File: src/i2css_defs.vh
// offsets, field layouts, reset values for the spike suppression block
`ifndef I2CSS_DEFS_VH
`define I2CSS_DEFS_VH

`define I2CSS_ADDR_W 8
`define I2CSS_DATA_W 32
`define I2CSS_LIMIT_W 8

`define I2CSS_OFS_CONTROL_REGISTER_ONE 8'h00
`define I2CSS_OFS_STATUS 8'h04
`define I2CSS_OFS_STD_LIMIT 8'h0a
`define I2CSS_OFS_HS_LIMIT 8'ha4

`define I2CSS_CONTROL_REGISTER_ONE_EN_BIT 0
`define I2CSS_CONTROL_REGISTER_ONE_RESET 1'h0

`define I2CSS_ST_SCL_BIT 0
`define I2CSS_ST_SDA_BIT 1
`define I2CSS_ST_HS_BIT 2
`define I2CSS_ST_REFUSED_BIT 3

`define I2CSS_STD_LIMIT_RESET 8'h05
`define I2CSS_HS_LIMIT_RESET 8'h01
`define I2CSS_LIMIT_MIN 8'h01

`define I2CSS_LINE_IDLE 1'h1

`endif

File: src/i2css_line_filter.v
// one bus line: two-stage synchroniser and spike-suppression counter
`timescale 1ns/1ps
`include "i2css_defs.vh"

module i2css_line_filter #(
	parameter LIMIT_W = `I2CSS_LIMIT_W
) (
	input wire clk_i,
	input wire rstn_i,
	input wire line_i,
	input wire [LIMIT_W-1:0] limit_i,
	output wire line_o
);

	reg meta_reg;
	reg sync_reg;
	reg out_reg;
	reg [LIMIT_W-1:0] cnt_reg;

	// first stage is read by the second stage only
	always @(posedge clk_i) begin
		if (!rstn_i) begin
			meta_reg <= `I2CSS_LINE_IDLE;
			sync_reg <= `I2CSS_LINE_IDLE;
		end else begin
			meta_reg <= line_i;
			sync_reg <= meta_reg;
		end
	end

	// output follows only after limit+1 differing samples in a row
	always @(posedge clk_i) begin
		if (!rstn_i) begin
			out_reg <= `I2CSS_LINE_IDLE;
			cnt_reg <= {LIMIT_W{1'b0}};
		end else if (sync_reg == out_reg) begin
			cnt_reg <= {LIMIT_W{1'b0}};
		end else if (cnt_reg >= limit_i) begin
			out_reg <= sync_reg;
			cnt_reg <= {LIMIT_W{1'b0}};
		end else begin
			cnt_reg <= cnt_reg + 1'b1;
		end
	end

	assign line_o = out_reg;

endmodule

File: src/i2css_top.v
// spike suppression for the serial clock and data lines, with registers
//
// Overview of operation
// - drop pulses not longer than the limit
// - standard/fast limit, bits 7:0, resets 0x05
// - high-speed limit, bits 7:0, resets 0x01
// - both limits writable only while disabled
// - accepted write below one stores one
`timescale 1ns/1ps
`include "i2css_defs.vh"

module i2css_top #(
	parameter ADDR_W = `I2CSS_ADDR_W,
	parameter DATA_W = `I2CSS_DATA_W,
	parameter LIMIT_W = `I2CSS_LIMIT_W
) (
	input wire SYS_CLK_I,
	input wire RSTN_I,
	input wire [ADDR_W-1:0] ADDR_I,
	input wire [DATA_W-1:0] WDATA_I,
	input wire WR_I,
	input wire RD_I,
	output wire [DATA_W-1:0] RDATA_O,
	input wire SCL_I,
	input wire SDA_I,
	input wire HS_MODE_I,
	output wire SCL_FILT_O,
	output wire SDA_FILT_O,
	output wire IF_EN_O
);

	reg interface_enable_reg;
	reg [LIMIT_W-1:0] std_fast_spike_limit_reg;
	reg [LIMIT_W-1:0] high_speed_spike_limit_reg;
	reg refused_reg;
	reg refused_next;
	reg [DATA_W-1:0] rdata_reg;
	reg [DATA_W-1:0] rdata_next;
	reg [LIMIT_W-1:0] wr_limit;
	reg interface_enable_next;
	reg [LIMIT_W-1:0] std_fast_spike_limit_next;
	reg [LIMIT_W-1:0] high_speed_spike_limit_next;
	reg [LIMIT_W-1:0] active_limit;
	reg [DATA_W-1:0] ctrl_word;
	reg [DATA_W-1:0] status_word;
	reg [DATA_W-1:0] std_word;
	reg [DATA_W-1:0] hs_word;

	wire sel_ctrl;
	wire sel_status;
	wire sel_std;
	wire sel_hs;
	wire limit_write;
	wire limit_ok;
	wire wr_ctrl;
	wire wr_std;
	wire wr_hs;
	wire rd_status;
	wire limit_refused;
	wire [LIMIT_W-1:0] wr_field;
	wire [1:0] raw_lines;
	wire [1:0] filt_lines;

	assign sel_ctrl = (ADDR_I == `I2CSS_OFS_CONTROL_REGISTER_ONE);
	assign sel_status = (ADDR_I == `I2CSS_OFS_STATUS);
	assign sel_std = (ADDR_I == `I2CSS_OFS_STD_LIMIT);
	assign sel_hs = (ADDR_I == `I2CSS_OFS_HS_LIMIT);

	assign limit_write = WR_I && (sel_std || sel_hs);
	// limits are frozen while the interface runs, so the filter never
	// sees a register write change its threshold in the middle of a transfer; a HS_MODE_I switch still does
	assign limit_ok = !interface_enable_reg;

	// one strobe per register; decodes are exact, so a write to an
	// unmapped address selects nothing and is lost
	assign wr_ctrl = WR_I && sel_ctrl;
	assign wr_std = WR_I && sel_std && limit_ok;
	assign wr_hs = WR_I && sel_hs && limit_ok;
	assign rd_status = RD_I && sel_status;
	assign limit_refused = limit_write && !limit_ok;
	assign wr_field = WDATA_I[LIMIT_W-1:0];

	// zero would let every glitch through, so it is raised to one
	always @* begin
		if (wr_field < `I2CSS_LIMIT_MIN)
			wr_limit = `I2CSS_LIMIT_MIN;
		else
			wr_limit = wr_field;
	end

	// a register keeps its value unless its own strobe is up; a refused
	// limit write leaves the old limit in place
	always @* begin
		interface_enable_next = interface_enable_reg;
		std_fast_spike_limit_next = std_fast_spike_limit_reg;
		high_speed_spike_limit_next = high_speed_spike_limit_reg;
		if (wr_ctrl)
			interface_enable_next = WDATA_I[`I2CSS_CONTROL_REGISTER_ONE_EN_BIT];
		if (wr_std)
			std_fast_spike_limit_next = wr_limit;
		if (wr_hs)
			high_speed_spike_limit_next = wr_limit;
	end

	always @(posedge SYS_CLK_I) begin
		if (!RSTN_I)
			interface_enable_reg <= `I2CSS_CONTROL_REGISTER_ONE_RESET;
		else
			interface_enable_reg <= interface_enable_next;
	end

	always @(posedge SYS_CLK_I) begin
		if (!RSTN_I)
			std_fast_spike_limit_reg <= `I2CSS_STD_LIMIT_RESET;
		else
			std_fast_spike_limit_reg <= std_fast_spike_limit_next;
	end

	always @(posedge SYS_CLK_I) begin
		if (!RSTN_I)
			high_speed_spike_limit_reg <= `I2CSS_HS_LIMIT_RESET;
		else
			high_speed_spike_limit_reg <= high_speed_spike_limit_next;
	end

	// sticky flag for a discarded limit write; a new refusal in the
	// same cycle as the status read that clears it is kept
	always @* begin
		refused_next = refused_reg;
		if (rd_status)
			refused_next = 1'b0;
		if (limit_refused)
			refused_next = 1'b1;
	end

	always @(posedge SYS_CLK_I) begin
		if (!RSTN_I)
			refused_reg <= 1'b0;
		else
			refused_reg <= refused_next;
	end

	// reserved bits of every word read as zero
	always @* begin
		ctrl_word = {DATA_W{1'b0}};
		status_word = {DATA_W{1'b0}};
		std_word = {DATA_W{1'b0}};
		hs_word = {DATA_W{1'b0}};
		ctrl_word[`I2CSS_CONTROL_REGISTER_ONE_EN_BIT] = interface_enable_reg;
		status_word[`I2CSS_ST_SCL_BIT] = filt_lines[0];
		status_word[`I2CSS_ST_SDA_BIT] = filt_lines[1];
		status_word[`I2CSS_ST_HS_BIT] = HS_MODE_I;
		status_word[`I2CSS_ST_REFUSED_BIT] = refused_reg;
		std_word[LIMIT_W-1:0] = std_fast_spike_limit_reg;
		hs_word[LIMIT_W-1:0] = high_speed_spike_limit_reg;
	end

	// read data stand only in the cycle after the read strobe
	always @* begin
		rdata_next = {DATA_W{1'b0}};
		if (RD_I) begin
			case (ADDR_I)
				`I2CSS_OFS_CONTROL_REGISTER_ONE: begin
					rdata_next = ctrl_word;
				end
				`I2CSS_OFS_STATUS: begin
					rdata_next = status_word;
				end
				`I2CSS_OFS_STD_LIMIT: begin
					rdata_next = std_word;
				end
				`I2CSS_OFS_HS_LIMIT: begin
					rdata_next = hs_word;
				end
				default: begin
					rdata_next = {DATA_W{1'b0}};
				end
			endcase
		end
	end

	always @(posedge SYS_CLK_I) begin
		if (!RSTN_I)
			rdata_reg <= {DATA_W{1'b0}};
		else
			rdata_reg <= rdata_next;
	end

	// mode comes from the controller core on this clock, no sync needed;
	// a switch in mid-count keeps the count, so an edge in flight is
	// judged against the new limit
	always @* begin
		if (HS_MODE_I)
			active_limit = high_speed_spike_limit_reg;
		else
			active_limit = std_fast_spike_limit_reg;
	end

	assign raw_lines = {SDA_I, SCL_I};

	genvar gi;
	generate
		for (gi = 0; gi < 2; gi = gi + 1) begin : g_line
			i2css_line_filter #(
				.LIMIT_W(LIMIT_W)
			) u_filt (
				.clk_i(SYS_CLK_I),
				.rstn_i(RSTN_I),
				.line_i(raw_lines[gi]),
				.limit_i(active_limit),
				.line_o(filt_lines[gi])
			);
		end
	endgenerate

	assign RDATA_O = rdata_reg;
	assign SCL_FILT_O = filt_lines[0];
	assign SDA_FILT_O = filt_lines[1];
	assign IF_EN_O = interface_enable_reg;

endmodule

File: config.mk
export PLATFORM = sky130hd
export DESIGN_NAME = i2css_top
export DESIGN_NICKNAME = d
export VERILOG_FILES = /design/src/i2css_line_filter.v /design/src/i2css_top.v
export VERILOG_INCLUDE_DIRS = /design/src /design/src/src
export SDC_FILE = /design/constraint.sdc
export NUM_CORES = 1
export LEC_CHECK = 0
export BUFFER_PORTS_ARGS = -buffer_cell sky130_fd_sc_hd__buf_4
export CAP_MARGIN = 10
export CORE_MARGIN = 3
export CORE_UTILIZATION = 55
export DETAILED_ROUTE_END_ITERATION = 8
export GPL_TIMING_DRIVEN = 0
export PLACE_DENSITY = 0.85
export SYNTH_ARGS = -nofsm -noshare
export SYNTH_HDL_FRONTEND = slang
export SYNTH_SLANG_ARGS = --single-unit
File: constraint.sdc
create_clock -name SYS_CLK_I -period 7 [get_ports SYS_CLK_I]
set_clock_uncertainty 0.05 [all_clocks]
set_input_delay 1.05 -clock SYS_CLK_I [delete_from_list [all_inputs] [get_ports SYS_CLK_I]]
set_output_delay 1.05 -clock SYS_CLK_I [all_outputs]
set_load 0.02 [all_outputs]
## Yosys cells after proc, flatten, opt, wreduce, memory -nomap -nowiden

Index checks and enable logic that the tools add are counted.

| storage, ports and cells | value |
|---|---|
| flip-flop bits (word level) | 72 |

| operators by class | value |
|---|---|
| add/sub/neg operators | 2 |
| magnitude comparators | 3 |
| eq/ne operators | 5 |
| mux-type cells | 5 |
| bitwise operators | 3 |
| reduce and logical (&&, ||, !) cells | 17 |

Operators by type and width:

| cell | number |
|---|---|
| $pmux 8 s4 | 1 |
| $add 8x1->8 const B | 2 |
| $ge 8x8->1 | 2 |
| $mux 8 | 2 |
| $eq 8x3->1 const B | 1 |
| $eq 8x4->1 const B | 1 |
| $eq 8x8->1 const B | 1 |
| $logic_and 1x1->1 | 8 |
| $logic_not 8->1 | 1 |
| $lt 8x1->1 const B | 1 |
| $reduce_and 2->1 | 3 |
| $reduce_or 3->1 | 2 |
| $not 1->1 | 3 |
| $eq 1x1->1 | 2 |
| $mux 1 | 2 |
| $reduce_bool 2->1 | 1 |
| $logic_not 1->1 | 1 |
| $logic_or 1x1->1 | 1 |

## Depth between registers and ports, before layout

| depth | value |
|---|---|
| depth in word-level cells | 5 |
| depth in mapped cells | 7 |
| depth with buffers taken out | 6 |

## Modules after synthesis

Synthesis repeated with hierarchy kept, for this count alone.

| unflattened totals | value |
|---|---|
| cell total of the unflattened synthesis | 285 |
| area, all modules | 2,723.9 µm² |

Modules (own cells, without submodules):

| module | instances | cells an instance | area each (µm²) | sequential area each (µm²) |
|---|---|---|---|---|
| i2css_top | 1 | 153 | 1,428.9 | 520.5 |
| i2css_line_filter (g_line[1].u_filt) | 1 | 66 | 649.4 | 220.2 |
| i2css_line_filter (g_line[0].u_filt) | 1 | 66 | 645.6 | 220.2 |

## Worst setup path after synthesis

OpenSTA, ideal clock, no wires.

| timing path | value |
|---|---|
| kind | in2reg |
| start point | in HS_MODE_I |
| end point | reg g_line[1].u_filt.cnt_reg[2] |
| setup time | 0.070 ns |
| arrival time | 3.298 ns |
| required time | 6.880 ns |
| setup slack | 3.582 ns |
| cell stages on the path | 7 |
| cells stage by stage | clkbuf_1 -> mux2_2 -> ha_1 -> nand2b_1 -> a2111oi_0 -> o2111ai_1 -> nor2_1 |

| on the way | value |
|---|---|
| longest elaborated chain between the ends | 3 |

RTL lines:

| item | line | source |
|---|---|---|
| from (decl) | i2css_top.v:26 | `input wire HS_MODE_I,` |
| $mux 8 | i2css_top.v:193 | `if (HS_MODE_I)` |
| $ge 8x8->1 | i2css_line_filter.v:38 | `end else if (cnt_reg >= limit_i) begin` |
| $reduce_or 3->1 (no source line) | n/a |  |
| to (signal assigned) | i2css_line_filter.v:37 | `cnt_reg <= {LIMIT_W{1'b0}};` |
| to (signal assigned) | i2css_line_filter.v:40 | `cnt_reg <= {LIMIT_W{1'b0}};` |
| to (signal assigned) | i2css_line_filter.v:42 | `cnt_reg <= cnt_reg + 1'b1;` |
| to (decl) | i2css_line_filter.v:18 | `reg [LIMIT_W-1:0] cnt_reg;` |

Every way passes these cells.
A chain may end at the register's enable or synchronous reset.

## Worst setup path after layout

| timing path | value |
|---|---|
| start point | in HS_MODE_I |
| end point | reg g_line[0].u_filt.cnt_reg[2] |

| on the way | value |
|---|---|
| longest elaborated chain between the ends | 3 |

RTL lines:

| item | line |
|---|---|
| $mux 8 | i2css_top.v:193 |
| $ge 8x8->1 | i2css_line_filter.v:38 |
| $reduce_or 3->1 (no source line) | n/a |
| to (signal assigned) | i2css_line_filter.v:37 |
| to (signal assigned) | i2css_line_filter.v:40 |
| to (signal assigned) | i2css_line_filter.v:42 |
| to (decl) | i2css_line_filter.v:18 |

Every way passes these cells.

==> impl_results.md <==
- Final hold vios: 0
- Row Count: 24
- CP delay by family, top: compound AO/OA/AOI/OAI gates
- Seq cells post-synth: 48
- Max_slew headroom: 0.212
- Tot GR Track Use: 0.203
- Min Tclk post-route: 3.59 ns
- Avg Vias per Cell: 5.43
- Max-cap violations: 0
- Root Buffer Master: clkbuf_8
- Max Clk Rate: 0.279 GHz
- Detailed-route via count: 2095
- Cell Area, Synth: 0.00259 mm²
- I/O pins: 82
- Largest cells by area after synthesis: dfxtp_1 37%, mux2i_1 9.3%, ha_1 8.7%, buf_4 6.9%, xor2_1 4.1%
- Largest family of logic cells by synthesized area: simple AND/OR/NAND/NOR gates
- VDD IR max: 0.170 mV
- Outcome: completed
- Worst-Skew Late Latency: 0.30 ns
- Register area share after synthesis: 0.371
- Area post-placement: 0.00297 mm²
- Min-delay src: g_line[1].u_filt.meta_reg
- Cell area after layout: 0.00306 mm²
- Worst-Margin Slew: 1.17 ns
- Crit-path slowest cell: a2111oi_0
- Post-route clock period utilization: 0.512
- WP data required: 7.18 ns
- Post-Route WL: 5390 µm
- Post-CTS sizing: 0
- Final slew viol count: 0
- Layout cells sized above 1: 0.207
- Worst Hold Path EP: g_line[1].u_filt.sync_reg
- Clk buf depth: 2
- Num Clock Sinks: 48
- Worst Path Class, Setup: in2reg
- Initial antenna violation count: 0
- Dpl cells: 378
- Multi-input logic area: 0.00149 mm²
- Post-synthesis compound-gate area fraction: 0.105
- Unrepaired setup endpoints after global routing: false
- Synth warn: 0
- Fin cells: 386
- Post-Synth Adder-Cell Area: 0.0869
- Starting density of the core: 0.583
- Storage element area: 961 µm²
- Grt ovf: 0
- Average size of a mapped cell: 9.50 µm²
- Capturing point of the worst reg2reg path: g_line[0].u_filt.cnt_reg[2]
- Post-DP HPWL: 4170 µm
- Max reg flops: 16
- GP Congestion: 0.987
- Layout area overhead: 18.1%
- Post-synthesis cell count: 273
- CTS tree: built
- Util after Layout: 0.689
- Global-route wire length before repair: 8650 µm
- Post-Synth XOR/XNOR Area: 0.0473
- Setup bufs post-CTS: 0
- Iter 0 DRT Violations: 176
- Crit path buf inv count: 1
- DR DRC count: 0
- Dominant cell type by area after synthesis: dfxtp_1
- Core Region: 0.00444 mm²
- Antenna Cells: 0
- Antenna-violating nets left: 0
- Filler cells: 363
- CP peak stage delay: 0.69 ns
- Startpoint Class: input pin
- Vias in the first global route: 1849
- PD cells: 167 mW/mm²
- Total power: 0.000511 W
- Worst r2r src: high_speed_spike_limit_reg[0]
- Clk slew on worst S/H paths: 0.09 ns
- WL/cell: 14.0 µm
- Die height: 74.7 µm
- Die Area: 0.00557 mm²
- # setup viols final: 0
- Crit-path cells: clkbuf_1, mux2_2, ha_1, nand2b_1, a2111oi_0, o2111ai_1, nor2_1
- Share of the synthesized area in the top cell type: 0.371
- Setup TNS Final: 0 ns
- Crit path arrival time: 3.77 ns
- PortBufs: 30
- FF-to-FF path depth: 6
- WHS Path Cells: 1
- Die Width: 74.7 µm
- Final net count: 398
- CP Max Fanout: 9
- H-tree levels: 2
- Hold Buf Count CTS: 0
- Distinct cell type count after synthesis: 44
- CTS buffer count: 5
- Crit end category: flip-flop
- Largest net degree at the start of global routing: 17
- Drt first pass iters: 4
- HP Class: reg2reg
- Simple-gate portion of the synthesized area: 0.203
- Multiplexer area fraction after synthesis: 0.0970
- Internal reg-to-reg setup slack: 4.45 ns
- Static Leak: 1.28 nW
-- per-layer routing --
layer | track usage | up-vias | part of all wire
met5 | 0 | - | 0
met4 | 0.0573 | 0 | 0.020
met3 | 0.0320 | 11 | 0.046
met2 | 0.319 | 64 | 0.46
met1 | 0.290 | 983 | 0.47
li1 | - | 1037 | -
-- cells in the mapped netlist, drive strengths merged --
cell,instances
a2111oi,2
a211o,2
a21o,3
a21oi,6
a22o,3
a22oi,4
a41o,2
and2,1
and3,7
and4,2
buf,25
clkbuf,5
conb,1
dfxtp,48
ha,18
inv,7
mux2,1
mux2i,24
nand2,13
nand2b,7
nand3,12
nand3b,1
nand4b,1
nor2,22
nor2b,14
nor3,4
nor3b,1
nor4,3
nor4b,1
o2111ai,2
o211ai,4
o21a,4
o21ai,3
o21bai,1
o22ai,1
or3,1
or4,2
or4b,1
xnor2,2
xor2,12
-- kinds of logic (layout without fill, tap and decap cells) --
group / count (synthesis) / after routing
compound gates: 37 / 37
xor+xnor: 14 / 14
fa+ha+maj: 18 / 18
buf+inv: 37 / 75
flops: 48 / 48
mux: 25 / 25
other cells: 1 / 24
simple gates: 93 / 93
-- how the worst max path moves through the flow --
stage	slack (ns)	depth (start not counted)	to	start
6_report	3.41	7	g_line[0].u_filt.cnt_reg[2]	HS_MODE_I
5_1_grt	3.00	7	g_line[1].u_filt.cnt_reg[4]	HS_MODE_I
3_3_place_gp	3.16	7	g_line[0].u_filt.cnt_reg[6]	HS_MODE_I
4_1_cts	3.39	7	g_line[0].u_filt.cnt_reg[2]	HS_MODE_I
3_5_place_dp	3.09	7	g_line[0].u_filt.cnt_reg[5]	HS_MODE_I
2_1_floorplan	3.58	7	g_line[1].u_filt.cnt_reg[2]	HS_MODE_I
-- cell type report --
type / count / share of cell area
Tap cell: 52 / 0.0213
Sequential cell: 48 / 0.314
Clock inverter: 3 / 0.00776
Multi-Input combinational cell: 211 / 0.486
Timing Repair Buffer: 30 / 0.0736
Buffer: 30 / 0.0666
Inverter: 7 / 0.00858
Clock buffer: 5 / 0.0225
-- per-stage QoR --
| stage | hold slack, ns | setup WS, ns |
|---|---|---|
| CTS | 0.372 | 3.39 |
| finish | 0.368 | 3.41 |
| global placement | 0.342 | 3.16 |
| global route | 0.388 | 3.00 |
| detailed placement | 0.347 | 3.09 |
| floorplan | 0.336 | 3.58 |
-- power breakdown --
group | internal (W) | total [W] | switching (W)
sequential | 0.000276 | 0.000280 | 0.00000365
clock | 0.0000708 | 0.000165 | 0.0000938
combinational | 0.0000298 | 0.0000670 | 0.0000371
-- placed cells by master, fill, tap and decap left out, drive strengths merged, types with 3 or more instances in the layout --
cell type / synthesis / layout
buf: 25 / 55
dfxtp: 48 / 48
mux2i: 24 / 24
conb: 1 / 24
nor2: 22 / 22
ha: 18 / 18
nor2b: 14 / 14
nand2: 13 / 13
xor2: 12 / 12
nand3: 12 / 12
clkbuf: 5 / 10
inv: 7 / 7
nand2b: 7 / 7
and3: 7 / 7
a21oi: 6 / 6
o21a: 4 / 4
nor3: 4 / 4
o211ai: 4 / 4
a22oi: 4 / 4
o21ai: 3 / 3
a21o: 3 / 3
a22o: 3 / 3
nor4: 3 / 3
(Power assumes the default switching activity.)
